File: src/aod_pkg.sv
// constants shared by the analog output diagnostic record block
package aod_pkg;

    ////////////////////////////////////////////////////////////////////
    // diagnostic record byte indices
    localparam logic [4:0] REC_ERR_A   = 5'h00;
    localparam logic [4:0] REC_MODTYP  = 5'h01;
    localparam logic [4:0] REC_ERR_C   = 5'h02;
    localparam logic [4:0] REC_EXT_ERR = 5'h03;
    localparam logic [4:0] REC_KIND    = 5'h04;
    localparam logic [4:0] REC_BITS_PER_CH = 5'h05;
    localparam logic [4:0] REC_CHAN_COUNT  = 5'h06;
    localparam logic [4:0] REC_SUMMARY = 5'h07;
    localparam logic [4:0] REC_CH0     = 5'h08;
    localparam logic [4:0] REC_CH1     = 5'h09;
    localparam logic [4:0] REC_STAMP0  = 5'h10;
    localparam logic [4:0] REC_STAMP1  = 5'h11;
    localparam logic [4:0] REC_STAMP2  = 5'h12;
    localparam logic [4:0] REC_STAMP3  = 5'h13;

    ////////////////////////////////////////////////////////////////////
    // field positions
    localparam int EXT_OVF_BIT  = 3;
    localparam int EXT_COMM_BIT = 4;
    localparam int SUM_GRP0_BIT = 0;
    localparam int CH_CFG_BIT   = 0;
    localparam int CH_WB_BIT    = 4;

    ////////////////////////////////////////////////////////////////////
    // channel kind codes, bit 7 reserved as zero
    localparam logic [6:0] KIND_DIG_IN  = 7'h70;
    localparam logic [6:0] KIND_ANA_IN  = 7'h71;
    localparam logic [6:0] KIND_DIG_OUT = 7'h72;
    localparam logic [6:0] KIND_ANA_OUT = 7'h73;
    localparam logic [6:0] KIND_ANA_IO  = 7'h74;
    localparam logic [6:0] KIND_COUNTER = 7'h76;

    // fixed record contents
    localparam logic [7:0] DIAG_BITS   = 8'h08;
    localparam logic [7:0] CHAN_COUNT  = 8'h02;
    localparam logic [7:0] INPUT_BYTES = 8'h00;
    localparam logic [7:0] BYTE_ZERO   = 8'h00;

    // output area byte offsets
    localparam logic [1:0] OUT_OFS_CH0 = 2'h0;
    localparam logic [1:0] OUT_OFS_CH1 = 2'h2;

    ////////////////////////////////////////////////////////////////////
    // timing
    localparam int CLK_PERIOD_NS = 8;
    localparam int US_NS         = 1000;
    localparam int PRE_CYCLES    = US_NS / CLK_PERIOD_NS;
    localparam int BLINK_HALF_US = 250000;

    // status indicator modes
    typedef enum logic [1:0] {
        LED_DARK,
        LED_COMM_LOST,
        LED_CFG_BLINK,
        LED_NORMAL
    } aod_led_e;

endpackage : aod_pkg

File: src/aod_tick_if.sv
// microsecond ticker carrier between ticker and its users
`timescale 1ns/1ps

interface aod_tick_if;
    logic [31:0] count;
    logic        us_pulse;
    modport src (output count, output us_pulse);
    modport snk (input count, input us_pulse);
endinterface : aod_tick_if

File: src/aod_diag_record.sv
// diagnostic record and output area of the two-channel analog output
`timescale 1ns/1ps

module aod_diag_record #(
    parameter int BLINK_HALF_US = aod_pkg::BLINK_HALF_US
) (
    input  wire logic        core_clk_in,
    input  wire logic        nrst_in,
    input  wire logic        rec_rd_en_in,
    input  wire logic [4:0]  rec_rd_addr_in,
    output logic      [7:0]  rec_rd_data_out,
    output logic             rec_rd_valid_out,
    input  wire logic        out_wr_en_in,
    input  wire logic [1:0]  out_wr_offset_in,
    input  wire logic [15:0] out_wr_data_in,
    output logic      [15:0] channel0_output_value_out,
    output logic      [15:0] channel1_output_value_out,
    input  wire logic [1:0]  cfg_err_in,
    input  wire logic [1:0]  wire_break_in,
    input  wire logic        diag_ovf_in,
    input  wire logic        comm_err_in,
    input  wire logic        bus_comm_ok_in,
    input  wire logic        bus_supply_err_in,
    output logic             run_led_out,
    output logic             module_fault_indicator_out,
    output logic      [1:0]  chan_led_out,
    output logic      [7:0]  input_area_bytes_out
);

    localparam int NCH   = 2;
    localparam int ERR_W = 6;

    typedef struct packed {
        logic [15:0]        ch0_val;
        logic [15:0]        ch1_val;
        logic [7:0]         ext_err;
        logic [7:0]         summary;
        logic [1:0][7:0]    ch_err;
        logic [ERR_W-1:0]   prev_vec;
        logic [31:0]        stamp;
        logic [7:0]         rd_data;
        logic               rd_valid;
    } aod_rec_s;

    aod_rec_s          st_r;
    aod_rec_s          st_nxt;
    logic [ERR_W-1:0]  err_vec;
    logic              diag_event;
    logic [NCH-1:0]    chan_any;

    aod_tick_if tick_bus ();

    ////////////////////////////////////////////////////////////////////
    // record byte lookup, used by the read port
    function automatic logic [7:0] aod_rec_byte(
        input logic [4:0] addr,
        input aod_rec_s   s
    );
        logic [7:0] b;
        b = aod_pkg::BYTE_ZERO;
        unique case (addr)
            aod_pkg::REC_EXT_ERR: b = s.ext_err;
            // kind code, reserved top bit zero
            aod_pkg::REC_KIND:    b = {1'b0, aod_pkg::KIND_ANA_OUT};
            aod_pkg::REC_BITS_PER_CH: b = aod_pkg::DIAG_BITS;
            aod_pkg::REC_CHAN_COUNT:  b = aod_pkg::CHAN_COUNT;
            aod_pkg::REC_SUMMARY: b = s.summary;
            aod_pkg::REC_CH0:     b = s.ch_err[0];
            aod_pkg::REC_CH1:     b = s.ch_err[1];
            aod_pkg::REC_STAMP0:  b = s.stamp[7:0];
            aod_pkg::REC_STAMP1:  b = s.stamp[15:8];
            aod_pkg::REC_STAMP2:  b = s.stamp[23:16];
            aod_pkg::REC_STAMP3:  b = s.stamp[31:24];
            default:              b = aod_pkg::BYTE_ZERO;
        endcase
        return b;
    endfunction : aod_rec_byte

    ////////////////////////////////////////////////////////////////////
    // error sources gathered, a new bit marks a diagnostic event
    assign err_vec = {comm_err_in, diag_ovf_in,
                      wire_break_in[1], cfg_err_in[1],
                      wire_break_in[0], cfg_err_in[0]};
    assign diag_event = |(err_vec & ~st_r.prev_vec);
    assign chan_any   = cfg_err_in | wire_break_in;

    // next state of the whole record
    always_comb begin
        st_nxt          = st_r;
        st_nxt.prev_vec = err_vec;
        // extended error flags, rest reserved zero
        st_nxt.ext_err  = '0;
        st_nxt.ext_err[aod_pkg::EXT_OVF_BIT]  = diag_ovf_in;
        st_nxt.ext_err[aod_pkg::EXT_COMM_BIT] = comm_err_in;
        st_nxt.summary  = '0;
        for (int i = 0; i < NCH; i++) begin
            // one summary bit per channel group
            st_nxt.summary[aod_pkg::SUM_GRP0_BIT + i] = chan_any[i];
            st_nxt.ch_err[i] = '0;
            st_nxt.ch_err[i][aod_pkg::CH_CFG_BIT] = cfg_err_in[i];
            st_nxt.ch_err[i][aod_pkg::CH_WB_BIT]  = wire_break_in[i];
        end
        // ticker captured on a new error
        if (diag_event) begin
            st_nxt.stamp = tick_bus.count;
        end
        // host places channel values at +0 and +2
        if (out_wr_en_in) begin
            if (out_wr_offset_in == aod_pkg::OUT_OFS_CH0) begin
                st_nxt.ch0_val = out_wr_data_in;
            end else if (out_wr_offset_in == aod_pkg::OUT_OFS_CH1) begin
                st_nxt.ch1_val = out_wr_data_in;
            end
        end
        // byte read of the record, answered next cycle
        st_nxt.rd_valid = rec_rd_en_in;
        if (rec_rd_en_in) begin
            st_nxt.rd_data = aod_rec_byte(rec_rd_addr_in, st_r);
        end
    end

    // record storage
    always_ff @(posedge core_clk_in or negedge nrst_in) begin
        if (!nrst_in) begin
            st_r <= '0;
        end else begin
            st_r <= st_nxt;
        end
    end

    ////////////////////////////////////////////////////////////////////
    // outputs
    assign rec_rd_data_out           = st_r.rd_data;
    assign rec_rd_valid_out          = st_r.rd_valid;
    assign channel0_output_value_out = st_r.ch0_val;
    assign channel1_output_value_out = st_r.ch1_val;
    assign input_area_bytes_out      = aod_pkg::INPUT_BYTES;

    ////////////////////////////////////////////////////////////////////
    // microsecond ticker
    aod_us_ticker u_ticker (
        .core_clk_in (core_clk_in),
        .nrst_in     (nrst_in),
        .tick        (tick_bus.src)
    );

    // status indicators
    aod_status_led #(
        .BLINK_HALF_US (BLINK_HALF_US)
    ) u_led (
        .core_clk_in                (core_clk_in),
        .nrst_in                    (nrst_in),
        .bus_comm_ok_in             (bus_comm_ok_in),
        .bus_supply_err_in          (bus_supply_err_in),
        .cfg_err_any_in             (|cfg_err_in),
        .err_any_in                 (|err_vec),
        .chan_err_in                (chan_any),
        .tick                       (tick_bus.snk),
        .run_led_out                (run_led_out),
        .module_fault_indicator_out (module_fault_indicator_out),
        .chan_led_out               (chan_led_out)
    );
endmodule : aod_diag_record

File: src/aod_us_ticker.sv
// free-running 32-bit microsecond ticker with clock prescaler
`timescale 1ns/1ps

module aod_us_ticker (
    input  wire logic core_clk_in,
    input  wire logic nrst_in,
    aod_tick_if.src   tick
);

    localparam logic [6:0] PRE_MAX = 7'(aod_pkg::PRE_CYCLES - 1);

    typedef struct packed {
        logic [6:0]  pre;
        logic [31:0] count;
    } aod_tick_s;

    aod_tick_s st_r;
    aod_tick_s st_nxt;

    ////////////////////////////////////////////////////////////////////
    // prescaler and counter
    // one step per microsecond
    always_comb begin
        st_nxt = st_r;
        if (st_r.pre == PRE_MAX) begin
            st_nxt.pre = '0;
            st_nxt.count = st_r.count + 32'h0000_0001;
        end else begin
            st_nxt.pre = st_r.pre + 7'h01;
        end
    end

    always_ff @(posedge core_clk_in or negedge nrst_in) begin
        if (!nrst_in) begin
            st_r <= '0;
        end else begin
            st_r <= st_nxt;
        end
    end

    assign tick.count    = st_r.count;
    assign tick.us_pulse = (st_r.pre == PRE_MAX);
endmodule : aod_us_ticker

File: src/aod_status_led.sv
// run, module fault and channel indicator control
`timescale 1ns/1ps

module aod_status_led #(
    parameter int BLINK_HALF_US = aod_pkg::BLINK_HALF_US
) (
    input  wire logic       core_clk_in,
    input  wire logic       nrst_in,
    input  wire logic       bus_comm_ok_in,
    input  wire logic       bus_supply_err_in,
    input  wire logic       cfg_err_any_in,
    input  wire logic       err_any_in,
    input  wire logic [1:0] chan_err_in,
    aod_tick_if.snk         tick,
    output logic            run_led_out,
    output logic            module_fault_indicator_out,
    output logic [1:0]      chan_led_out
);

    localparam logic [17:0] BLINK_MAX = 18'(BLINK_HALF_US - 1);

    typedef struct packed {
        logic        run;
        logic        fault;
        logic [1:0]  chan;
        logic [17:0] blink_cnt;
        logic        blink_ph;
    } aod_led_s;

    aod_led_s         st_r;
    aod_led_s         st_nxt;
    aod_pkg::aod_led_e mode;

    ////////////////////////////////////////////////////////////////////
    // mode priority: supply, then link, then configuration
    always_comb begin
        if (bus_supply_err_in) begin
            mode = aod_pkg::LED_DARK;
        end else if (!bus_comm_ok_in) begin
            mode = aod_pkg::LED_COMM_LOST;
        end else if (cfg_err_any_in) begin
            mode = aod_pkg::LED_CFG_BLINK;
        end else begin
            mode = aod_pkg::LED_NORMAL;
        end
    end

    // indicator outputs and 2 Hz blink timebase
    always_comb begin
        st_nxt = st_r;
        if (tick.us_pulse) begin
            if (st_r.blink_cnt == BLINK_MAX) begin
                st_nxt.blink_cnt = '0;
                st_nxt.blink_ph  = !st_r.blink_ph;
            end else begin
                st_nxt.blink_cnt = st_r.blink_cnt + 18'h00001;
            end
        end
        st_nxt.chan = chan_err_in;
        unique case (mode)
            aod_pkg::LED_DARK: begin
                st_nxt.run   = 1'b0;
                st_nxt.fault = 1'b0;
            end
            // link lost, run off, fault on
            aod_pkg::LED_COMM_LOST: begin
                st_nxt.run   = 1'b0;
                st_nxt.fault = 1'b1;
            end
            aod_pkg::LED_CFG_BLINK: begin
                st_nxt.run   = 1'b1;
                st_nxt.fault = st_r.blink_ph;
            end
            aod_pkg::LED_NORMAL: begin
                st_nxt.run   = 1'b1;
                st_nxt.fault = err_any_in;
            end
        endcase
    end

    always_ff @(posedge core_clk_in or negedge nrst_in) begin
        if (!nrst_in) begin
            st_r <= '0;
        end else begin
            st_r <= st_nxt;
        end
    end

    assign run_led_out                = st_r.run;
    assign module_fault_indicator_out = st_r.fault;
    assign chan_led_out               = st_r.chan;
endmodule : aod_status_led

File: config.mk
export PLATFORM = sky130hd
export DESIGN_NAME = aod_diag_record
export DESIGN_NICKNAME = d
export VERILOG_FILES = /design/src/aod_pkg.sv /design/src/aod_tick_if.sv /design/src/aod_diag_record.sv /design/src/aod_us_ticker.sv /design/src/aod_status_led.sv
export SDC_FILE = /design/constraint.sdc
export NUM_CORES = 1
export LEC_CHECK = 0
export ABC_AREA = 1
export BUFFER_PORTS_ARGS = -buffer_cell sky130_fd_sc_hd__buf_4
export CELL_PAD_IN_SITES_DETAIL_PLACEMENT = 2
export CELL_PAD_IN_SITES_GLOBAL_PLACEMENT = 2
export CORE_ASPECT_RATIO = 0.7
export CORE_MARGIN = 2
export CORE_UTILIZATION = 31
export DETAILED_ROUTE_END_ITERATION = 10
export PLACE_DENSITY_LB_ADDON = 0.08
export SLEW_MARGIN = 20
export SYNTH_ARGS = -nofsm -noshare
export SYNTH_HDL_FRONTEND = slang
export SYNTH_SLANG_ARGS = --single-unit
export TNS_END_PERCENT = 30
File: constraint.sdc
create_clock -name core_clk_in -period 1.5 [get_ports core_clk_in]
set_clock_uncertainty 0.15 [all_clocks]
set_input_delay 0.15 -clock core_clk_in [delete_from_list [all_inputs] [get_ports core_clk_in]]
set_output_delay 0.15 -clock core_clk_in [all_outputs]
set_load 0.03 [all_outputs]
After elaboration in Yosys (flattened, before gate mapping)
Index checks and enable logic that the tools add are counted.

Add/sub/neg operators: 3. Eq/ne operators: 17. Multiplexer cells: 7. Bitwise operators: 4. Reductions and logical operators: 9.

Operator list (number): one-hot mux 8 bit (11 select lines) (1); adder 32 x 1 -> 32 bit, second input constant (1); == test 5 x 3 -> 1 bit, second input constant (4); == test 5 bit, second input constant (4); adder 18 x 1 -> 18 bit, second input constant (1); == test 18 bit, second input constant (1); two-way mux 18 bit (1); OR reduction 6 bit (2); == test 5 x 4 -> 1 bit, second input constant (2); one-hot mux 2 bit (4 select lines) (1); adder 7 x 1 -> 7 bit, second input constant (1); == test 7 bit, second input constant (1); two-way mux 7 bit (1); bitwise AND 6 bit (1); == test 2 bit, second input constant (3); inverter 6 bit (1); == test 5 x 2 -> 1 bit, second input constant (1); zero test 2 bit (2); two-way mux 2 bit (2); AND reduction 2 bit (2); AND reduction 3 bit (1); == test 2 x 1 -> 1 bit, second input constant (1); OR 2 bit (1); OR reduction 2 bit (1); 3 further kinds (3).

Flip-flop bits (word level): 147. Input port bits: 35. Output and inout bits: 53. Logic and storage cells: 56.

Depth between registers and ports, before layout
Gate-level depths: netlist of the first run.

Word-level depth: 6. Depth in mapped cells: 11. Gate-level depth less buffers: 10.

Hierarchy
Synthesis of the first run repeated with hierarchy kept, for this count alone.

Cells, all modules: 964. Area, all modules: 7632.3 um2.

Modules (own cells, without submodules): aod_diag_record (times used 1, cells an instance 470, area each 3866.2 um2, sequential area each 2026.9 um2); aod_us_ticker (times used 1, cells an instance 317, area each 2434.8 um2, sequential area each 975.9 um2); aod_status_led (times used 1, cells an instance 177, area each 1331.3 um2, sequential area each 575.6 um2).

Worst setup path before layout of the first run
OpenSTA, ideal clock, no wires.

Path kind: register to register. Start point: reg u_ticker.st_r[32] (netlist name). End point: reg u_ticker.st_r, in the netlist u_ticker.tick.count[26]. Setup time: 117 ps. Arrival: 1367 ps. Data required time: 1233 ps. Slack: -134 ps. Cell stages (with the launch flop): 10. Buffers on the path: 0. Period minus slack after synthesis: 1634 ps. Path through: dfrtp_1 inv_1 ha_1 nand3_2 nor2_8 nand3_4 nor2_4 nand3_1 nand2_1 nand2_1.

Longest elaborated chain between the ends: 1.

Ends and longest elaborated chain: start: declaration (RTL line aod_us_ticker.sv:17) `aod_tick_s st_r;`; start signal: assignment (RTL line aod_us_ticker.sv:37) `st_r <= st_nxt;`; == test 7 bit (RTL line aod_us_ticker.sv:25) `if (st_r.pre == PRE_MAX) begin`.

Every way passes these cells. A chain may end at the register's enable or synchronous reset.

Worst setup path in the final report of the first run
Start point: reg u_ticker.st_r[32] (netlist name). End point: reg u_ticker.st_r, in the netlist u_ticker.tick.count[29].

Same word-level chain as after synthesis.

==> results of run 1 <==
-- synth_stat cells --
cell        n  area share [%]
nor3_1     17             1.2
xor2_1     15             1.9
nand3_1    55             3.9
nand2_1   255              14
a21oi_1    25             1.8
nor2_1    100             5.3
nand3_2     2            0.28
ha_1        4            0.71
o21bai_1    1            0.11
o22ai_1     2            0.18
nor3_2      1            0.14
nor2_4      4            0.64
nand2_2     4            0.35
o21ai_0    48             3.4
nand3_4     1            0.25
clkbuf_1   11            0.58
xnor2_1    10             1.2
nand4_1    15             1.3
buf_4      51             5.4
o21ai_1     1           0.071
inv_1      93             4.9
dfrtp_1   141              50
nand2_4     2            0.32
a211oi_1    1            0.11
nor2_8      2            0.57
nand3b_1    6            0.64
buf_2       4            0.28
conb_1      1           0.053
buf_6       2            0.32
nor2_2      6            0.53
nand4_2     1            0.18
nor3b_1     1            0.11
-- what timing repair did --
item / 4_1_cts / 5_1_grt
setup buffers: 10 / 13
endpoints found under the hold margin: 192 / 4
setup endpoints to repair: 81 / 100
cloned: 1 / 0
pin swaps: 15 / 25
hold buffers: 28 / 2
gates resized for setup: 55 / 72
-- worst max-delay path, delay by kind of cell, from the launching register on --
family | cells | cell delay (ns)
AND/OR/NAND/NOR | 7 | 0.68
flip-flops | 1 | 0.40
buffers and inverters | 3 | 0.36
adder cells (fa/ha/maj) | 1 | 0.14
-- logic make-up (layout without fill, tap and decap cells) --
logic type,count (synthesis),after routing
AOI/OAI and AO/OA,78,78
DFF,141,141
buffers and inverters,161,362
xor gates and xnor gates,25,25
other,1,8
adders and majority gates,4,4
and+or+nand+nor,472,473
-- flip-flops by register name, indices dropped and copies added, names as in the netlist --
| register | cells |
|---|---|
| st_r | 38 |
| u_ticker.tick.count | 32 |
| u_led.st_r | 19 |
| channel0_output_value_out | 16 |
| channel1_output_value_out | 16 |
| rec_rd_data_out | 8 |
| u_ticker.st_r | 7 |
| u_led.chan_led_out | 2 |
| rec_rd_valid_out | 1 |
| u_led.module_fault_indicator_out | 1 |
| u_led.run_led_out | 1 |
-- stage by stage --
| step | setup slack [ns] | instances |
|---|---|---|
| after floorplan | -0.128 | 889 |
| after global placement | -0.253 | 1317 |
| after detailed placement | -0.321 | 1317 |
| after CTS | -0.270 | 1388 |
| after global routing | -0.407 | 1403 |
| final | -0.334 | 1403 |
-- worst max path at each step --
stage	from	endpoint	slack (ns)	cells after the start
CTS	u_ticker.st_r[32]$_DFF_PN0_	u_ticker.tick.count[30]$_DFFE_PN0N_	-0.27	10
detailed placement	u_ticker.st_r[33]$_DFF_PN0_	u_ticker.tick.count[26]$_DFFE_PN0N_	-0.32	9
floorplan	u_ticker.st_r[32]$_DFF_PN0_	u_ticker.tick.count[26]$_DFFE_PN0N_	-0.13	9
global route	u_ticker.st_r[32]$_DFF_PN0_	u_ticker.tick.count[29]$_DFFE_PN0N_	-0.41	11
finish	u_ticker.st_r[32]$_DFF_PN0_	u_ticker.tick.count[29]$_DFFE_PN0N_	-0.33	11
global placement	u_ticker.st_r[32]$_DFF_PN0_	u_led.st_r[0]$_DFFE_PN0P_	-0.25	6
-- layout make-up --
cell class	count	area [sq um]	share of cell area [%]
Clock buffer	17	425	4.24
Tap cell	312	390	3.89
Clock inverter	15	159	1.58
Inverter	93	349	3.48
Multi-Input combinational cell	588	3180	31.7
Timing Repair Buffer	237	1990	19.9
Sequential cell	141	3530	35.2
-- report_power, final --
group          internal (mW)  total (mW)  leakage (nW)  switching, mW
sequential              4.00        4.13          1.86          0.133
clock                   2.25        4.31         0.292           2.05
combinational          0.445        1.23          2.89          0.786
total                   6.69        9.67          5.04           2.97
-- layer usage --
metal | track usage [%] | wire length (um) | vias to the layer above
li1 | - | - | 3105
met1 | 29.3 | 12500 | 3359
met2 | 35.6 | 13200 | 134
met3 | 3.63 | 1020 | 22
met4 | 4.39 | 265 | 0
met5 | 0 | 0 | -
==> qor.yml, run 1 <==
outcome:
  status: "finished with violations"
  violations: "negative setup slack"
final_layout:
  utilization_pct: 44.4
  finalNetCount: 1117
  final_cell_mix: "238 x nand2_1, 189 x buf_4, 137 x dfrtp_1, 86 x inv_1, 76 x nor2_1"
  diodes: 0
  drive_above_1_share_pct: 32.0
  fin_area_sq_mm: 0.0100
  final_common_cell: "nand2_1"
  area_growth_pct: 41.5
  fill_cells: 2480
detailed_routing:
  routed_wl_um: 27000
  drt_first_pass_iters: 4
  antenna_left: 0
  wl_per_cell_um: 19.2
  vias: 6620
  drc: 0
  drtIter0Drc: 337
  vias_per_cell: 4.72
worst_hold_path:
  hold_path_end: "u_led.module_fault_indicator_out$_DFF_PN0_"
  whs_path_depth: 5
  hold_path.startpoint: "cfg_err_in[1]"
  hold_class: "in2reg"
timing:
  holdWs_ns: 0.0343
  slew_violations: 0
  post-route-period-util_pct: 122
  period_needed_ns: 1.83
  rsz0062_at_grt: "true"
  hold_viol_final: 0
  finalSetupViolCount: 54
  fmax_ghz: 0.545
  worst_pin_slew_ns: 0.641
  max_slew_margin_pct: 57.3
  tns_ns: -9.82
  worst_slack_ns: -0.334
synthesis:
  synth_cells: 882
  synth-compound-area-share_pct: 5.62
  yosys.area_share.simple_pct: 29.2
  synth_warnings: 0
  synthMuxAreaShare_pct: 0
  syn-mean-instance-area_sq_um: 8.03
  netlist_area_sq_mm: 0.00708
  yosysSeqAreaShare_pct: 49.8
  yosys.area_share.adder_pct: 0.706
  synth_top_family_by_area: "simple AND/OR/NAND/NOR gates"
  synth_xor_xnor_area_share_pct: 3.09
  synth-seq-cells: 141
  yosysUniqueCellTypes: 32
power_and_ir_drop:
  p_leak_nw: 5.04
  p_per_area_mw_per_mm2: 964
  irDropWorstVdd_uv: 786
  total_power_mw: 9.67
floorplanning:
  ios: 88
  die_y_um: 130
  num_rows: 46
  core_sq_mm: 0.0226
  start_util_pct: 31.4
  die_x_um: 185
  fp.dieArea_sq_mm: 0.0241
clock_tree:
  clock_latency_ns: 0.44
  cts_tree: "built"
  root_buffer: "clkbuf_16"
  clkTransAtPathRegs_ns: 0.07
  cts_htree_levels: 4
  clock_path_buffers: 2
  cts_buffers: 17
  cts_num_sinks: 141
critical_path:
  path_class: "reg2reg"
  crit_path_end_kind: "flop"
  r2r-end: "u_ticker.tick.count[29]$_DFFE_PN0N_"
  critical_path_arrival_ns: 2.01
  path_cells: "inv_2 -> ha_4 -> nand3_4 -> nor2_8 -> buf_4 -> nand2_4 -> nor2_4 -> buf_6 -> nand3_2 -> nand2_1 -> nand2_1"
  cp_common_cell: "nand2_1"
  r2r_start: "u_ticker.st_r[32]$_DFF_PN0_"
  cp-start-kind: "flop"
  cp_slowest_stage_delay_ns: 0.40
  r2r_cells: 11
  worstPathMaxFanout: 5
  required_ns: 1.68
  slowest_stage: "dfrtp_1"
  rrSetupSlack_ns: -0.33
placed_design:
  dp_hpwl_um: 17500
  gp_congestion: 0.804
  placed_area_sq_mm: 0.00849
  io_buffers: 79
global_route:
  grt_pass1_wl_um: 39500
  grt_overflow: 0
  grt_max_degree: 53
  grt_pass1_vias: 7127
  antenna_found_initial: 0
  grt.total_usage_pct: 21.3
run:
  cap_violations: 0
Power figures use the tool's default switching activity.
==> inputs of run 2 (changes only) <==
--- a/config.mk
+++ b/config.mk
@@ -14,6 +14,7 @@
 export CORE_UTILIZATION = 31
 export DETAILED_ROUTE_END_ITERATION = 10
 export PLACE_DENSITY_LB_ADDON = 0.08
+export SKIP_LAST_GASP = 1
 export SLEW_MARGIN = 20
 export SYNTH_ARGS = -nofsm -noshare
 export SYNTH_HDL_FRONTEND = slang
==> qor.yml, run 2 (same netlist as run 1, synthesis figures left out) <==
outcome:
  status: "finished with violations"
  violations: "negative setup slack"
final_layout:
  largest_reg_flops: 38  # unchanged
  fill_cells: 2496  # +0.65%
  utilization_pct: 44.1  # -0.32 points
  fin_cells: 1404  # +0.071%
  diodes: 0  # unchanged
  area_growth_pct: 40.5
  regMostFlops: "st_r"
  drive_above_1_share_pct: 30.3  # -1.7 points
  final_common_cell: "nand2_1"
  finalNetCount: 1118  # +0.090%
  final_cell_mix: "244 x nand2_1, 193 x buf_4, 137 x dfrtp_1, 87 x inv_1, 81 x nor2_1"
global_route:
  grt_overflow: 0  # unchanged
  antenna_found_initial: 0  # unchanged
  grt.total_usage_pct: 21.2  # -0.062 points
  grt_pass1_vias: 7128  # +0.014%
  grt_pass1_wl_um: 39400  # -0.31%
  grt_max_degree: 53  # unchanged
timing:
  worst_slack_ns: -0.349  # -0.0148 ns
  finalSetupViolCount: 93  # +72%
  hold_viol_final: 0  # unchanged
  period_needed_ns: 1.85  # +0.0148 ns
  worst_pin_slew_ns: 0.662  # +0.0216 ns
  fmax_ghz: 0.541  # -0.80%
  slew_violations: 0  # unchanged
  post-route-period-util_pct: 123  # +0.99 points
  max_slew_margin_pct: 55.7  # -1.6 points
  rsz0062_at_grt: "true"
  tns_ns: -13.65  # -3.83 ns
floorplanning:
  fp.dieArea_sq_mm: 0.0241  # unchanged
  start_util_pct: 31.4  # unchanged
  die_y_um: 130  # unchanged
  core_sq_mm: 0.0226  # unchanged
  num_rows: 46  # unchanged
  ios: 88  # unchanged
  die_x_um: 185  # unchanged
clock_tree:
  cts_htree_levels: 4  # unchanged
  clock_latency_ns: 0.44  # about the same
  cts_num_sinks: 141  # unchanged
  clock_path_buffers: 2  # unchanged
  cts_tree: "built"
  root_buffer: "clkbuf_16"
  clkTransAtPathRegs_ns: 0.07  # about the same
  cts_buffers: 17  # unchanged
detailed_routing:
  drc: 0  # unchanged
  vias: 6702  # +1.2%
  drt_first_pass_iters: 4  # unchanged
  vias_per_cell: 4.77  # +1.2%
  routed_wl_um: 27400  # +1.5%
  antenna_left: 0  # unchanged
  drtIter0Drc: 331  # -1.8%
  wl_per_cell_um: 19.5  # +1.4%
placed_design:
  placedCellCount: 1317  # unchanged
  place_ws_ns: -0.321  # unchanged
  io_buffers: 79  # unchanged
  dp_hpwl_um: 17500  # unchanged
  gp_congestion: 0.804  # unchanged
critical_path:
  path_class: "reg2reg"
  cp-start-kind: "flop"
  required_ns: 1.69  # about the same
  rrSetupSlack_ns: -0.35  # about the same
  critical_path_arrival_ns: 2.04  # +0.03 ns
  worstPathMaxFanout: 5  # unchanged
  crit_path_end_kind: "flop"
power_and_ir_drop:
  irDropWorstVdd_uv: 808  # +2.8%
  p_per_area_mw_per_mm2: 976  # +1.3%
  p_leak_nw: 5.02  # -0.43%
worst_hold_path:
  hold_class: "in2reg"
run:
  cap_violations: 0  # unchanged
[run 2: cell types whose count changed in the layout (fill, tap and decap cells not counted), sizes merged]
cell / change
dlymetal6s4s: -1
buf: +1
dlygate4sd3: +1
[run 2: cell type report]
cell class | instances | area [sq um] | area share [%]
clock buffers | 17 | 425 | 4.27
clock inverters | 15 | 159 | 1.60
inverters | 93 | 349 | 3.51
multi-input cells | 588 | 3110 | 31.3
flip-flops and latches | 141 | 3530 | 35.5
well taps | 312 | 390 | 3.92
repair buffers | 238 | 1990 | 19.9
[run 2: repair_timing]
action                     4_1_cts  5_1_grt
hold buffers                    28        0
setup endpoints to repair       81      100
hold endpoints to repair       192        0
pin swaps                       14       24
gates resized for setup         35       64
setup buffers                   10       16
gates cloned                     1        0
[run 2: worst paths after layout]
check | startpoint | end | depth (start not counted)
worst max-delay path | u_ticker.st_r[32]$_DFF_PN0_ | u_ticker.tick.count[29]$_DFFE_PN0N_ | 11
worst min-delay path | comm_err_in | u_led.module_fault_indicator_out$_DFF_PN0_ | 5
worst max register to register | u_ticker.st_r[32]$_DFF_PN0_ | u_ticker.tick.count[29]$_DFFE_PN0N_ | 11
worst min register to register | rec_rd_data_out[2]$_DFFE_PN0P_ | rec_rd_data_out[2]$_DFFE_PN0P_ | 2
max in group asynchronous | nrst_in | u_led.st_r[0]$_DFFE_PN0P_ | 3
min in group asynchronous | nrst_in | st_r[42]$_DFF_PN0_ | 3
[run 2: power breakdown]
| group | total [mW] | internal [mW] | switching [mW] |
|---|---|---|---|
| Combinational | 1.22 | 0.439 | 0.782 |
| Clock | 4.37 | 2.25 | 2.12 |
| Sequential | 4.13 | 4.00 | 0.132 |
[run 2: per-stage QoR]
stage | power, mW | cell area [sq um] | hold WS (ns)
final | 9.72 | 9950 | 0.0242
after global routing | 10.1 | 9950 | 0.0929
after CTS | 9.76 | 9570 | 0.0253
after detailed placement | 5.37 | 8490 | -0.116
after global placement | 5.31 | 8490 | -0.117
after floorplan | 4.99 | 7130 | -0.296
[run 2: metal layers]
metal | routed length, um | share of wire (%) | up-vias | GRT usage, %
met3 | 924 | 3.4 | 32 | 3.66
li1 | - | - | 3107 | -
met1 | 12800 | 47 | 3430 | 29.3
met4 | 364 | 1.3 | 0 | 4.48
met2 | 13300 | 49 | 133 | 35.4
met5 | 0 | 0 | - | 0
[run 2: worst max-delay path, stage by stage (launching register included)]
cell     delay, ns
dfrtp_1       0.41
inv_2         0.08
ha_4          0.15
nand3_4       0.09
nor2_8        0.16
buf_4         0.14
nand2_4       0.05
nor2_4        0.21
buf_6         0.14
nand3_2       0.05
nand2_1       0.06
nand2_1       0.05
==> inputs of run 3 (changes only) <==
--- a/config.mk
+++ b/config.mk
@@ -7,11 +7,13 @@
 export LEC_CHECK = 0
 export ABC_AREA = 1
 export BUFFER_PORTS_ARGS = -buffer_cell sky130_fd_sc_hd__buf_4
+export CAP_MARGIN = 20
 export CELL_PAD_IN_SITES_DETAIL_PLACEMENT = 2
 export CELL_PAD_IN_SITES_GLOBAL_PLACEMENT = 2
 export CORE_ASPECT_RATIO = 0.7
 export CORE_MARGIN = 2
-export CORE_UTILIZATION = 31
+export CORE_UTILIZATION = 32
+export CTS_BUF_LIST = sky130_fd_sc_hd__clkbuf_4
 export DETAILED_ROUTE_END_ITERATION = 10
 export PLACE_DENSITY_LB_ADDON = 0.08
 export SKIP_LAST_GASP = 1
==> qor.yml, run 3 (same netlist as run 1, synthesis figures left out) <==
clock_tree:
  clkTransAtPathRegs_ns: 0.15  # +0.08 ns
  cts_buffers: 17  # unchanged
  cts_num_sinks: 141  # unchanged
  root_buffer: "clkbuf_4"
  cts_tree: "built"
  cts_htree_levels: 4  # unchanged
  clock_latency_ns: 0.63  # +0.19 ns
  clock_path_buffers: 2  # unchanged
global_route:
  grt_pass1_vias: 7435  # +4.3%
  grt.total_usage_pct: 22.6  # +1.3 points
  grt_overflow: 0  # unchanged
  antenna_found_initial: 2  # +2
  grt_pass1_wl_um: 40700  # +3.4%
  grt_max_degree: 53  # unchanged
timing:
  post-route-period-util_pct: 123  # -0.30 points
  period_needed_ns: 1.84  # -0.00446 ns
  holdWs_ns: -0.0370  # -0.0612 ns
  max_slew_margin_pct: 62.4  # +6.7 points
  slew_violations: 0  # unchanged
  finalSetupViolCount: 92  # -1.1%
  worst_slack_ns: -0.345  # +0.00446 ns
  rsz0062_at_grt: "true"
  fmax_ghz: 0.542  # +0.24%
  worst_pin_slew_ns: 0.560  # -0.102 ns
  hold_viol_final: 17  # +17
placed_design:
  io_buffers: 79  # unchanged
  dp_hpwl_um: 17400  # -0.58%
  gp_congestion: 0.818  # +1.7%
  place_ws_ns: -0.325  # -0.00409 ns
  placedCellCount: 1291  # -2.0%
final_layout:
  fill_cells: 2380  # -4.6%
  fin_cells: 1393  # -0.78%
  regMostFlops: "st_r"
  drive_above_1_share_pct: 31.9  # +1.6 points
  area_growth_pct: 40.6  # about the same
  final_cell_mix: "238 x nand2_1, 189 x buf_4, 139 x dfrtp_1, 86 x inv_1, 75 x nor2_1"
  largest_reg_flops: 38  # unchanged
  finalNetCount: 1135  # +1.5%
  final_common_cell: "nand2_1"
critical_path:
  rrSetupSlack_ns: -0.34  # about the same
  required_ns: 1.88  # +0.19 ns
  cp_slowest_stage_delay_ns: 0.49  # +0.08 ns
  slowest_stage: "dfrtp_1"
  cp_common_cell: "nand2_1"
  path_cells: "nand2_1 -> nor2_1 -> nand2_4 -> nor2_4 -> buf_4 -> nand4_1 -> nand2_1 -> nand2_1"
  critical_path_arrival_ns: 2.22  # +0.18 ns
  cp-start-kind: "flop"
  crit_path_end_kind: "flop"
  path_class: "reg2reg"
  worstPathMaxFanout: 3  # -2
detailed_routing:
  drt_first_pass_iters: 4  # unchanged
  vias_per_cell: 4.82  # +0.96%
  antenna_left: 0  # unchanged
  wl_per_cell_um: 19.8  # +1.5%
  routed_wl_um: 27600  # +0.67%
  vias: 6713  # +0.16%
  drc: 0  # unchanged
  drtIter0Drc: 323  # -2.4%
floorplanning:
  num_rows: 45  # -2.2%
  fp.dieArea_sq_mm: 0.0234  # -3.0%
  core_sq_mm: 0.0217  # -3.9%
  ios: 88  # unchanged
  die_y_um: 128  # -1.5%
  die_x_um: 182  # -1.5%
  start_util_pct: 32.7  # +1.3 points
power_and_ir_drop:
  total_power_mw: 8.06  # -17%
  p_leak_nw: 5.04  # +0.49%
  p_per_area_mw_per_mm2: 809  # -17%
  irDropWorstVdd_uv: 397  # -51%
outcome:
  violations: "negative hold slack, negative setup slack"
  status: "finished with violations"
run:
  cap_violations: 0  # unchanged
worst_hold_path:
  hold_class: "in2reg"
run 3: layer usage:
layer | wire length (um) | vias to the layer above | track usage, % | share of wire, %
met5 | 0 | - | 0 | 0
met4 | 317 | 0 | 6.12 | 1.2
met3 | 881 | 25 | 3.20 | 3.2
met2 | 13600 | 119 | 38.4 | 49
met1 | 12800 | 3421 | 30.5 | 46
li1 | - | 3148 | - | -
run 3: final timing paths:
check | from | cells past startpoint | end
worst max-delay path | u_ticker.st_r[35]$_DFF_PN0_ | 8 | u_ticker.tick.count[24]$_DFFE_PN0N_
worst min-delay path | out_wr_offset_in[1] | 5 | channel1_output_value_out[11]$_DFFE_PN0P_
worst max register to register | u_ticker.st_r[35]$_DFF_PN0_ | 8 | u_ticker.tick.count[24]$_DFFE_PN0N_
worst min register to register | rec_rd_data_out[3]$_DFFE_PN0P_ | 2 | rec_rd_data_out[3]$_DFFE_PN0P_
max in group asynchronous | nrst_in | 4 | channel0_output_value_out[14]$_DFFE_PN0P_
min in group asynchronous | nrst_in | 3 | u_ticker.st_r[38]$_DFF_PN0_
run 3: area by class of cell:
type | instances | area, sq um | area share, %
repair buffers | 255 | 2200 | 22.1
clock buffers | 17 | 128 | 1.28
diodes | 2 | 5.00 | 0.0502
flip-flops and latches | 141 | 3530 | 35.4
clock inverters | 15 | 154 | 1.55
inverters | 93 | 352 | 3.53
multi-input cells | 588 | 3240 | 32.5
well taps | 282 | 353 | 3.54
run 3: per-stage QoR:
stage | utilization [%] | area [sq um] | hold WS (ns) | TNS, ns
final | 46.0 | 9960 | -0.0370 | -12.68
after global routing | 46.0 | 9960 | -0.0324 | -22.86
after CTS | 43.8 | 9500 | -0.0244 | -9.74
after detailed placement | 39.1 | 8480 | -0.0552 | -11.43
after global placement | 39.1 | 8480 | -0.0590 | -8.36
after floorplan | - | 7130 | -0.296 | -2.26
run 3: repair_timing:
action	in CTS	in global routing
buffers inserted	15	13
setup endpoints to repair	98	145
endpoints found under the hold margin	204	10
pin swaps	24	33
resized for setup	55	86
cloned	1	1
hold buffers	40	1
run 3: where the power goes:
part | switching (mW) | internal (mW)
sequential | 0.135 | 4.00
combinational | 0.797 | 0.490
clock | 1.77 | 0.875
run 3: critical path: cells and delay by family, from the launching register on:
kind                   cells  cell delay, ns
and+or+nand+nor            7            0.95
DFF                        1            0.49
buffers and inverters      1            0.14
